$ cat config.mk
export PLATFORM = sky130hd
export DESIGN_NAME = ldcb_bank
export DESIGN_NICKNAME = d
export VERILOG_FILES = /design/src/inc/ldcb_pkg.sv /design/src/verilog/ldcb_bank.sv /design/src/verilog/ldcb_unit_bank.sv
export SDC_FILE = /design/constraint.sdc
export NUM_CORES = 1
export LEC_CHECK = 0
export BUFFER_PORTS_ARGS = -buffer_cell sky130_fd_sc_hd__buf_2
export CAP_MARGIN = 5
export CORE_ASPECT_RATIO = 0.6
export CORE_MARGIN = 10
export CORE_UTILIZATION = 60
export CTS_CLUSTER_SIZE = 25
export DETAILED_ROUTE_END_ITERATION = 10
export PLACE_DENSITY_LB_ADDON = 0.05
export SYNTH_ARGS = -nofsm -noshare
export SYNTH_HDL_FRONTEND = slang
export SYNTH_SLANG_ARGS = --single-unit
$ cat constraint.sdc
create_clock -name clk_sys -period 2.7 [get_ports clk_sys]
set_clock_uncertainty 0.15 [all_clocks]
set_input_delay 0.27 -clock clk_sys [delete_from_list [all_inputs] [get_ports clk_sys]]
set_output_delay 0.27 -clock clk_sys [all_outputs]
set_load 0.02 [all_outputs]
$ cat src/inc/ldcb_pkg.sv
// constants, types and field layout for the logical device configuration bank
package ldcb_pkg;
    localparam int unsigned UNIT_COUNT = 10;
    localparam logic [7:0] IDX_UNIT_NUMBER = 8'h07;
    localparam logic [7:0] IDX_ACTIVATE = 8'h30;
    localparam logic [7:0] IDX_BASE_HIGH = 8'h60;
    localparam logic [7:0] IDX_BASE_LOW = 8'h61;
    localparam logic [7:0] IDX_IRQ_PRIMARY = 8'h70;
    localparam logic [7:0] IDX_IRQ_SECONDARY = 8'h72;
    localparam logic [7:0] IDX_VENDOR_FIRST = 8'he0;
    localparam logic [7:0] IDX_VENDOR_LAST = 8'hfe;
    localparam int unsigned ACTIVATE_BIT = 0;
    localparam int unsigned IRQ_SEL_W = 4;
    localparam logic [3:0] UNIT_POWER_EVENT = 4'h1;
    localparam logic [3:0] UNIT_SERIAL = 4'h4;
    localparam logic [3:0] UNIT_RTC = 4'h6;
    localparam logic [3:0] UNIT_KEYBOARD = 4'h7;
    localparam logic [3:0] UNIT_EC_IF = 4'h8;
    localparam logic [3:0] UNIT_MAILBOX = 4'h9;
    localparam logic [7:0] RESET_BYTE = 8'h00;
    localparam logic [15:0] RESET_BASE = 16'h0000;
    localparam logic [15:0] RANGE_LOW_STD = 16'h0100;
    localparam logic [15:0] RANGE_HIGH_STD = 16'h0ff8;
    localparam logic [15:0] RANGE_HIGH_RTC = 16'h0ffe;
    localparam logic [15:0] RANGE_LOW_ZERO = 16'h0000;
    localparam logic [15:0] RANGE_HIGH_EC = 16'h0ffa;
    localparam logic [15:0] RANGE_HIGH_MBOX = 16'h0ffe;
    localparam logic [2:0] ALIGN8_MASK = 3'h7;

    // one host configuration cycle
    typedef struct packed {
        logic wr;
        logic rd;
        logic [7:0] index;
        logic [7:0] wdata;
    } ldcb_req_s;

    // per-unit stored state
    typedef struct packed {
        logic active;
        logic [15:0] base;
        logic [3:0] irq_pri;
        logic [3:0] irq_sec;
    } ldcb_unit_s;
endpackage

$ cat src/verilog/ldcb_bank.sv
// logical device configuration bank: unit select, per-unit banks, enables
//////////////////////////////////////////////////////////////////////////////
module ldcb_bank #(
    parameter int unsigned UNITS = ldcb_pkg::UNIT_COUNT
) (
    // clock and reset
    input wire logic clk_sys,
    input wire logic rst,
    // configuration state and host register access
    input wire logic cfg_mode,
    input wire ldcb_pkg::ldcb_req_s req,
    output logic [7:0] rdata,
    output logic rvalid,
    // linked power-control bit of the serial unit
    input wire logic pwr_wr,
    input wire logic pwr_val,
    output logic serial_pwr,
    // embedded controller override, from the controller's own domain
    input wire logic serial_override_bit,
    // per-unit interrupt requests from the units
    input wire logic [UNITS-1:0] unit_irq,
    input wire logic [UNITS-1:0] unit_irq2,
    // results towards the rest of the chip
    output logic [UNITS-1:0] unit_on,
    output logic [UNITS-1:0] decode_ok,
    output logic [15:0] irq_lines
);
    ldcb_pkg::ldcb_unit_s st [UNITS];
    logic [3:0] unit_q;
    logic ovr_meta_q;
    logic ovr_q;
    logic [UNITS-1:0] in_range;
    logic [UNITS-1:0] on_d;
    logic [15:0] irq_d;
    logic [7:0] rdata_d;
    logic unit_ok;
    ldcb_pkg::ldcb_unit_s cur;

    //////////////////////////////////////////////////////////////////////////
    // unit number select

    always_ff @(posedge clk_sys) begin
        if (rst) begin
            unit_q <= 4'h0;
        end else if (cfg_mode && req.wr && req.index == ldcb_pkg::IDX_UNIT_NUMBER) begin
            unit_q <= req.wdata[3:0];
        end
    end

    // override bit crosses from another domain
    always_ff @(posedge clk_sys) begin
        if (rst) begin
            ovr_meta_q <= 1'b0;
            ovr_q <= 1'b0;
        end else begin
            ovr_meta_q <= serial_override_bit;
            ovr_q <= ovr_meta_q;
        end
    end

    assign unit_ok = (32'(unit_q) < UNITS);

    //////////////////////////////////////////////////////////////////////////
    // per-unit banks

    for (genvar u = 0; u < UNITS; u++) begin : g_unit
        logic sel_u;
        logic pwr_u;
        // only the selected unit sees data port writes, and only in config state
        assign sel_u = cfg_mode && unit_ok && (unit_q == 4'(u));
        assign pwr_u = pwr_wr && (4'(u) == ldcb_pkg::UNIT_SERIAL);
        ldcb_unit_bank #(
            .UNIT_NUM(4'(u))
        ) u_bank (
            .clk_sys(clk_sys),
            .rst(rst),
            .sel(sel_u),
            .req(req),
            .pwr_wr(pwr_u),
            .pwr_val(pwr_val),
            .state(st[u])
        );
    end

    //////////////////////////////////////////////////////////////////////////
    // base range check per unit; fixed-base units are always in range

    function automatic logic range_ok(input logic [3:0] n, input logic [15:0] b);
        logic ok;
        ok = 1'b0;
        unique case (n)
            ldcb_pkg::UNIT_POWER_EVENT, ldcb_pkg::UNIT_SERIAL: begin
                ok = (b >= ldcb_pkg::RANGE_LOW_STD) && (b <= ldcb_pkg::RANGE_HIGH_STD)
                    && ((b[2:0] & ldcb_pkg::ALIGN8_MASK) == 3'h0);
            end
            ldcb_pkg::UNIT_RTC: begin
                ok = (b >= ldcb_pkg::RANGE_LOW_STD) && (b <= ldcb_pkg::RANGE_HIGH_RTC);
            end
            ldcb_pkg::UNIT_KEYBOARD: begin
                ok = 1'b1;
            end
            ldcb_pkg::UNIT_EC_IF: begin
                ok = (b >= ldcb_pkg::RANGE_LOW_ZERO) && (b <= ldcb_pkg::RANGE_HIGH_EC);
            end
            ldcb_pkg::UNIT_MAILBOX: begin
                ok = (b >= ldcb_pkg::RANGE_LOW_ZERO) && (b <= ldcb_pkg::RANGE_HIGH_MBOX);
            end
            default: begin
                ok = 1'b0;
            end
        endcase
        return ok;
    endfunction

    always_comb begin
        in_range = '0;
        on_d = '0;
        irq_d = 16'h0000;
        for (int u = 0; u < UNITS; u++) begin
            in_range[u] = range_ok(4'(u), st[u].base);
            on_d[u] = st[u].active;
            if (4'(u) == ldcb_pkg::UNIT_SERIAL) begin
                on_d[u] = st[u].active && ovr_q;
            end
            // decode gating keeps out-of-range units silent
            if (on_d[u] && in_range[u]) begin
                if (unit_irq[u] && st[u].irq_pri != 4'h0) begin
                    irq_d[st[u].irq_pri] = 1'b1;
                end
                if (unit_irq2[u] && st[u].irq_sec != 4'h0) begin
                    irq_d[st[u].irq_sec] = 1'b1;
                end
            end
        end
        irq_d[0] = 1'b0;
    end

    always_ff @(posedge clk_sys) begin
        if (rst) begin
            unit_on <= '0;
            decode_ok <= '0;
            irq_lines <= 16'h0000;
        end else begin
            unit_on <= on_d;
            decode_ok <= on_d & in_range;
            irq_lines <= irq_d;
        end
    end

    //////////////////////////////////////////////////////////////////////////
    // read decode; everything not implemented reads zero

    always_comb begin
        cur = unit_ok ? st[unit_q] : '0;
        rdata_d = ldcb_pkg::RESET_BYTE;
        if (req.index == ldcb_pkg::IDX_UNIT_NUMBER) begin
            rdata_d = {4'h0, unit_q};
        end else if (unit_ok) begin
            unique case (req.index)
                ldcb_pkg::IDX_ACTIVATE: rdata_d = {7'h00, cur.active};
                ldcb_pkg::IDX_BASE_HIGH: rdata_d = cur.base[15:8];
                ldcb_pkg::IDX_BASE_LOW: rdata_d = cur.base[7:0];
                ldcb_pkg::IDX_IRQ_PRIMARY: rdata_d = {4'h0, cur.irq_pri};
                ldcb_pkg::IDX_IRQ_SECONDARY: rdata_d = {4'h0, cur.irq_sec};
                // 0x31-0x5f, 0x62-0x6f, 0x71, 0x73-0xdf, 0xe0-0xff
                default: rdata_d = ldcb_pkg::RESET_BYTE;
            endcase
        end
    end

    always_ff @(posedge clk_sys) begin
        if (rst) begin
            rdata <= 8'h00;
            rvalid <= 1'b0;
        end else begin
            rvalid <= cfg_mode && req.rd;
            rdata <= (cfg_mode && req.rd) ? rdata_d : 8'h00;
        end
    end

    // serial power-control bit mirrors the serial unit's activate bit
    always_ff @(posedge clk_sys) begin
        if (rst) begin
            serial_pwr <= 1'b0;
        end else begin
            serial_pwr <= st[ldcb_pkg::UNIT_SERIAL].active;
        end
    end
endmodule

$ cat src/verilog/ldcb_unit_bank.sv
// one unit's stored configuration registers
module ldcb_unit_bank #(
    parameter logic [3:0] UNIT_NUM = 4'h0
) (
    // clock and reset
    input wire logic clk_sys,
    input wire logic rst,
    // write port, already qualified for this unit
    input wire logic sel,
    input wire ldcb_pkg::ldcb_req_s req,
    // power-control bit write path from the global register
    input wire logic pwr_wr,
    input wire logic pwr_val,
    // stored state
    output ldcb_pkg::ldcb_unit_s state
);
    ldcb_pkg::ldcb_unit_s st_q;
    logic has_sec;

    assign has_sec = (UNIT_NUM == ldcb_pkg::UNIT_KEYBOARD);
    assign state = st_q;

    always_ff @(posedge clk_sys) begin
        if (rst) begin
            st_q <= '0;
        end else if (pwr_wr) begin
            st_q.active <= pwr_val;
        end else if (sel && req.wr) begin
            unique case (req.index)
                ldcb_pkg::IDX_ACTIVATE: begin
                    st_q.active <= req.wdata[ldcb_pkg::ACTIVATE_BIT];
                end
                ldcb_pkg::IDX_BASE_HIGH: begin
                    st_q.base[15:8] <= req.wdata;
                end
                ldcb_pkg::IDX_BASE_LOW: begin
                    st_q.base[7:0] <= req.wdata;
                end
                ldcb_pkg::IDX_IRQ_PRIMARY: begin
                    st_q.irq_pri <= req.wdata[3:0];
                end
                ldcb_pkg::IDX_IRQ_SECONDARY: begin
                    if (has_sec) begin
                        st_q.irq_sec <= req.wdata[3:0];
                    end
                end
                default: begin
                end
            endcase
        end
    end
endmodule
* Yosys cells after proc, flatten, opt, wreduce, memory -nomap -nowiden
Cells that the tools add are included.
** Storage, ports and cells
- Bits in registers :: 266
- Bits of input ports :: 44
- Output and inout bits :: 46
- Word-level logic and storage cells :: 250
** Cells by class
- Magnitude comparators :: 26
- Equal/unequal tests :: 15
- Muxes and demuxes :: 40
- Bitwise gates (word level) :: 11
- Reduce and logical (&&, ||, !) cells :: 106
** Operator list (number)
- 2-to-1 mux 16 bit :: 14
- binary-select mux 25 bit (select 4 bit) :: 1
- bitwise OR 16 bit :: 6
- <= comparator 16 x 12 -> 1 bit, second input constant :: 5
- AND reduction 2 bit :: 38
- 2-to-1 mux 25 bit :: 3
- logical AND 1 bit :: 51
- greater-or-equal comparator 16 x 9 -> 1 bit, second input constant :: 3
- case mux 8 bit (5 select lines) :: 1
- less-than comparator 4 x 5 -> 1 bit, second input constant :: 7
- equality test 8 x 7 -> 1 bit, second input constant :: 4
- greater-or-equal comparator 16 x 1 -> 1 bit, second input constant :: 2
- demux 1 bit (select 4 bit) :: 7
- greater-or-equal comparator 4 x 1 -> 1 bit, second input constant :: 7
- nonzero test 4 bit :: 7
- equality test 4 x 3 -> 1 bit, second input constant :: 4
- 2-to-1 mux 8 bit :: 2
- 2-to-1 mux 4 bit :: 3
- bitwise AND 10 bit :: 1
- 2-to-1 mux 1 bit :: 9
- AND reduction 3 bit :: 3
- equality test 4 x 2 -> 1 bit, second input constant :: 2
- equality test 4 bit, second input constant :: 2
- equality test 8 x 3 -> 1 bit, second input constant :: 1
- other kinds (11) :: 15

* Depth between registers and ports, before layout
- Word-level depth :: 24
- Depth in mapped cells :: 9
- Gate-level depth less buffers :: 6

* By module
Synthesis repeated with hierarchy kept, for this count alone.
** Second synthesis, totals
- Cell total of the unflattened synthesis :: 1544
- Area total of the unflattened synthesis :: 15656.3 µm²
** By module, submodules not included
- ldcb_unit_bank (g_unit[0].u_bank ...) :: instances 9, cells each 95, area each 1032.2 µm², sequential area each 420.4 µm²
- ldcb_bank :: instances 1, cells each 593, area each 5348.9 µm², sequential area each 920.9 µm²
- ldcb_unit_bank (g_unit[7].u_bank) :: instances 1, cells each 96, area each 1017.2 µm², sequential area each 500.5 µm²

* Worst setup path after synthesis
Ideal clock, no wire load.
- Kind :: register to register
- Start point :: register unit_q[1]
- End point :: register rdata[3]
- Library setup time :: 0.129 ns
- Arrival :: 1.858 ns
- Data required time :: 2.421 ns
- Setup slack :: 0.564 ns
- Cell stages (with the launch flop) :: 9
- Path buffers :: 2
- Period minus slack after synthesis :: 2.136 ns
- Path through :: dfxtp_1 > buf_6 > buf_6 > mux4_2 > a22oi_1 > o21ai_0 > a22o_1 > a2111oi_0 > o21ai_0
** Between the ends
- Word-level cells in the longest chain between the ends :: 7
- Elaborated cells between the ends (all ways) :: 8
- Classes of those cells :: order compare: 1; mux: 6; bitwise: 1
** RTL lines
- start, declared :: RTL line ldcb_bank.sv:29 : logic [3:0] unit_q;
- start signal, assigned :: RTL line ldcb_bank.sv:46 : unit_q <= req.wdata[3:0];
- inverter 4 -> 5 bit (implied by the code) :: RTL line ldcb_bank.sv:154 : cur = unit_ok ? st[unit_q] : '0;
- binary-select mux 25 bit (select 4 bit) :: RTL line ldcb_bank.sv:154
- 2-to-1 mux 25 bit (implied by the code) (2 in series) :: RTL line ldcb_bank.sv:154
- case mux 8 bit (5 select lines) :: RTL line ldcb_bank.sv:159 : unique case (req.index)
- 2-to-1 mux 4 bit * :: RTL line ldcb_bank.sv:158 : end else if (unit_ok) begin
- 2-to-1 mux 4 bit * :: RTL line ldcb_bank.sv:156 : if (req.index == ldcb_pkg::IDX_UNIT_NUMBER) begin
- end signal, assigned :: RTL line ldcb_bank.sv:177 : rdata <= (cfg_mode && req.rd) ? rdata_d : 8'h00;
- end, declared :: RTL line ldcb_bank.sv:12 : output logic [7:0] rdata,
Mark *: on every way between the ends. The rest lies on a longest branch, timed or not. The select of a mux whose other input is x is not followed.
A chain may end at the register's enable or synchronous reset.

* Worst setup path in the final report
- Start point :: register g_unit[1].u_bank.st_q (netlist bit g_unit[1].u_bank.state[21])
- End point :: register irq_lines[4]
** Between the ends
- Word-level cells in the longest chain between the ends :: 23
- Elaborated cells between the ends (all ways) :: 24
- Classes of those cells :: order compare: 2; mux: 13; bitwise: 6; reduce/logical: 3
** RTL lines
- start, declared :: RTL line ldcb_unit_bank.sv:17 : ldcb_pkg::ldcb_unit_s st_q;
- greater-or-equal comparator 16 x 9 -> 1 bit or <= comparator 16 x 12 -> 1 bit (tied branches) :: RTL line ldcb_bank.sv:93 : ok = (b >= ldcb_pkg::RANGE_LOW_STD) && (b <= ldcb_pkg::RANGE_HIGH_STD)
- logical AND 1 bit * :: RTL line ldcb_bank.sv:93
- logical AND 1 bit * :: RTL line ldcb_bank.sv:94 : && ((b[2:0] & ldcb_pkg::ALIGN8_MASK) == 3'h0);
- logical AND 1 bit * :: RTL line ldcb_bank.sv:126 : if (on_d[u] && in_range[u]) begin
- 2-to-1 mux 16 bit * :: RTL line ldcb_bank.sv:126
- bitwise OR 16 bit (no line)
- 2-to-1 mux 16 bit :: RTL line ldcb_bank.sv:127 : if (unit_irq[u] && st[u].irq_pri != 4'h0) begin
- 2-to-1 mux 16 bit * :: RTL line ldcb_bank.sv:126
- [... 7 more ...]
- 2-to-1 mux 16 bit :: RTL line ldcb_bank.sv:130 : if (unit_irq2[u] && st[u].irq_sec != 4'h0) begin
- 2-to-1 mux 16 bit * :: RTL line ldcb_bank.sv:126
- bitwise OR 16 bit (no line)
- 2-to-1 mux 16 bit :: RTL line ldcb_bank.sv:127
- 2-to-1 mux 16 bit * :: RTL line ldcb_bank.sv:126
- bitwise OR 16 bit (no line)
- 2-to-1 mux 16 bit :: RTL line ldcb_bank.sv:127
- 2-to-1 mux 16 bit * :: RTL line ldcb_bank.sv:126
- end signal, assigned :: RTL line ldcb_bank.sv:146 : irq_lines <= irq_d;
- end, declared :: RTL line ldcb_bank.sv:26 : output logic [15:0] irq_lines
Marks and branches as above.

==> metrics.md <==
| Metric | Value |
|---|---|
| Seq pwr share | 50.2% |
| CP required | 3.00 ns |
| Post-synth EDFFs | 0 |
| Core area | 0.0201 sq mm |
| Yosys top cell area share | 42.4% |
| Register-to-Register Path Depth | 6 |
| Die area | 0.0268 sq mm |
| Antenna violations before repair | 1 |
| Switching power | 0.00173 W |
| Die X | 205 um |
| Kind of critical path | flop to flop |
| Synth Instances | 1477 |
| Worst setup startpoint | g_unit[1].u_bank.state[21] |
| Cts bufs inserted | 24 |
| Final Max Slew Viols | 0 |
| Synth Area per Inst | 8.31 sq um |
| CP Launch Type | flop |
| Cell count along the critical path | 6 |
| Yosys cell types | 60 |
| Logic pwr share | 3.1% |
| Postcts setup bufs | 0 |
| Multi-input logic area | 0.00656 sq mm |
| Net Sw Frac | 22.6% |
| N_diodes | 0 |
| Slew at the pin with the worst max-slew slack | 0.886 ns |
| DP HPWL | 27700 um |
| Worst Path Arrival | 2.86 ns |
| Via count | 11700 |
| Seq. cell area | 0.00521 sq mm |
| Starting Density | 61.2% |
| Port Buffers | 71 |
| Synth-to-Final Area Change | 13.9% |
| Worst r2r dst | irq_lines[4] |
| Global-route wire length before repair | 60900 um |
| Period utilization | 95.0% |
| IO Pins | 90 |
| Final Hold Viols | 0 |
| Maximum VDD drop | 0.000441 V |
| Wire per inst | 21.9 um |
| H-tree level count | 1 |
| Via/cell ratio | 6.38 |
| Top-count cell post-synth | nand2_1 |
| Share of layout cells above drive strength 1 | 16.9% |
| Crit Reg-Reg Startpoint | g_unit[1].u_bank.state[21] |
| Die Ht | 131 um |
| Overall Global Routing Usage | 28.9% |
| Total of max-cap violations | 0 |
| PwrDens | 547 mW/mm^2 |
| Worst relative slew slack | 40.9% |
| Status | completed |
| CTS Root Cell | clkbuf_16 |
| Overflow after GRT | 0 |
| Crit Path Max Fanout | 5 |
| Dominant synthesized flop cell | dfxtp_1 |
| Critical-path cell list | or4b_2 -> nor3_4 -> nand4b_1 -> o32ai_1 -> a31oi_1 -> a31oi_1 |
| GPL Wtd Cong | 0.938 |
| Clk pwr share | 46.7% |
| Vias in the first global route | 10400 |
| Total negative slack | 0 ns |
| Synth Register Bits | 260 |
| Worst path max stage delay | 0.81 ns |
| Clock transition at the registers of the reported paths | 0.07 ns |
| Post-synthesis sequential area ratio | 42.4% |
| YS warnings | 0 |
| DRT iter0 DRCs | 1709 |
| R2r setup slk | 0.14 ns |
| Worst path bufs/invs | 0 |
| Place WS | 0.153 ns |
| Fillers | 1648 |
| Most instantiated cells after synthesis | nand2_1, dfxtp_1, a21oi_1, o21ai_0, nor2_1 |
| 1st-pass router iterations | 6 |
| Largest net degree at the start of global routing | 152 |
| Post-route minimum period | 2.56 ns |
| ANT nets after route | 0 |
| CTS tree | built |
| Ys async rst share | 0% |
| Worst setup EP type | flop |
| Skew-Pair Late Insertion Delay | 0.53 ns |
| Leak | 4.61 nW |
| Leading area contributor after synthesis | dfxtp_1 |
| RSZ-0062 raised after global routing | no |
| # nets final | 1583 |
| CTS Buffer Depth | 3 |
| Critical path's slowest cell | or4b_2 |
| Crit path top cell by count | a31oi_1 |
| Final setup fails | 0 |
| Fmax | 0.390 GHz |
| Sink Count | 260 |
| Synth top area cells | dfxtp_1, nand2_1, a21oi_1, mux4_2, mux2i_1 |
| CP delay by family, top | simple AND/OR/NAND/NOR gates |
| DRT Wirelength | 40000 um |
| Worst setup margin | 0.136 ns |
| Worst Hold Class | input port to flop |
| CP endpoint | irq_lines[4] |
| Internal cell power | 0.00592 W |
| Rows | 40 |
| Final routed DRC violation total | 0 |
| Worst hold start | pwr_wr |
| Synth Cell Area | 0.0123 sq mm |
-- worst min-delay path by stage --
stage                     slack, ns                         end  cells after the start
after floorplan                0.25                  ovr_meta_q                      1
after global placement         0.27                       ovr_q                      1
after detailed placement       0.29  g_unit[7].u_bank.state[18]                      2
after CTS                    0.0006  g_unit[4].u_bank.state[17]                      4
after global routing           0.04  g_unit[4].u_bank.state[19]                      4
final                          0.02  g_unit[4].u_bank.state[19]                      4
-- cell families after synthesis --
group           after synthesis  synth area share (%)
other cells                   1                0.0305
compound gates              389                  17.6
mux                         114                  13.3
simple gates                588                  22.3
buf+inv                     125                  4.40
flops                       260                  42.4
-- final cells by class --
class                           instances  area share [%]
Clock buffer                           32            5.03
Inverter                               11           0.295
Multi-Input combinational cell       1096            46.9
Timing Repair Buffer                  146            7.15
Tap cell                              273            2.44
Clock inverter                         12           0.922
Sequential cell                       260            37.3
-- stage by stage --
step | cells | instance area [sq um] | power [W] | util [%] | hold slack, ns
floorplan | 1481 | 12300 | 0.00406 | - | 0.248
global placement | 1781 | 13100 | 0.00415 | 65.2 | 0.269
detailed placement | 1781 | 13100 | 0.00415 | 65.2 | 0.293
CTS | 1830 | 14000 | 0.00765 | 69.6 | 0.000584
global route | 1830 | 14000 | 0.00783 | 69.7 | 0.0403
finish | 1830 | 14000 | 0.00765 | 69.7 | 0.0194
-- power by group through the flow --
stage                     logic [W]  registers [W]  clock network (W)
after floorplan            0.000135        0.00393                  0
after global placement     0.000221        0.00392                  0
after detailed placement   0.000221        0.00392                  0
after CTS                  0.000228        0.00384            0.00358
after global routing       0.000249        0.00383            0.00375
final                      0.000237        0.00384            0.00357
-- layout by cell type (no fill, tap or decap), drive strengths merged, types with 4 or more instances in the layout --
| master | count |
|---|---|
| o32ai | 14 |
| a21oi | 202 |
| conb | 5 |
| nand4 | 12 |
| or2 | 9 |
| or4 | 5 |
| nor2b | 29 |
| a22oi | 13 |
| nand2 | 308 |
| a31oi | 21 |
| nor2 | 90 |
| a221oi | 5 |
| nor3 | 32 |
| inv | 10 |
| dlygate4sd3 | 5 |
| o22ai | 20 |
| nand3 | 49 |
| nand3b | 6 |
| nor4 | 8 |
| o21ai | 97 |
| dfxtp | 260 |
| mux2i | 67 |
| nand4b | 4 |
| nor4b | 5 |
| mux4 | 38 |
| buf | 141 |
| mux2 | 9 |
| clkbuf | 32 |
| nor3b | 5 |
| clkinv | 5 |
| clkinvlp | 6 |
| nand2b | 10 |
-- sequential cells by signal, indices dropped and copies added (netlist names) --
name	cells
irq_lines	15
g_unit.u_bank.state	214
serial_pwr	1
rdata	8
unit_q	4
rvalid	1
decode_ok	5
unit_on	10
ovr_q	1
ovr_meta_q	1
-- worst register-to-register path: cells and delay by family (launching register included) --
family / cells / cell delay, ns
flip-flops: 1 / 0.33
AO/OA/AOI/OAI: 3 / 0.54
AND/OR/NAND/NOR: 3 / 1.45
-- repair_timing --
item | in CTS | in global routing
hold buffers | 5 | 0
endpoints found under the setup margin | 0 | 5
gates resized for setup | 0 | 3
endpoints found under the hold margin | 42 | 0
-- per-layer routing --
| layer | global-route usage, % | wire, um | vias up |
|---|---|---|---|
| li1 | - | - | 5366 |
| met5 | 0 | 0 | - |
| met1 | 42.4 | 17400 | 5480 |
| met2 | 38.8 | 15800 | 759 |
| met3 | 11.0 | 6100 | 74 |
| met4 | 6.37 | 769 | 0 |
Power figures use the tool's default switching activity.
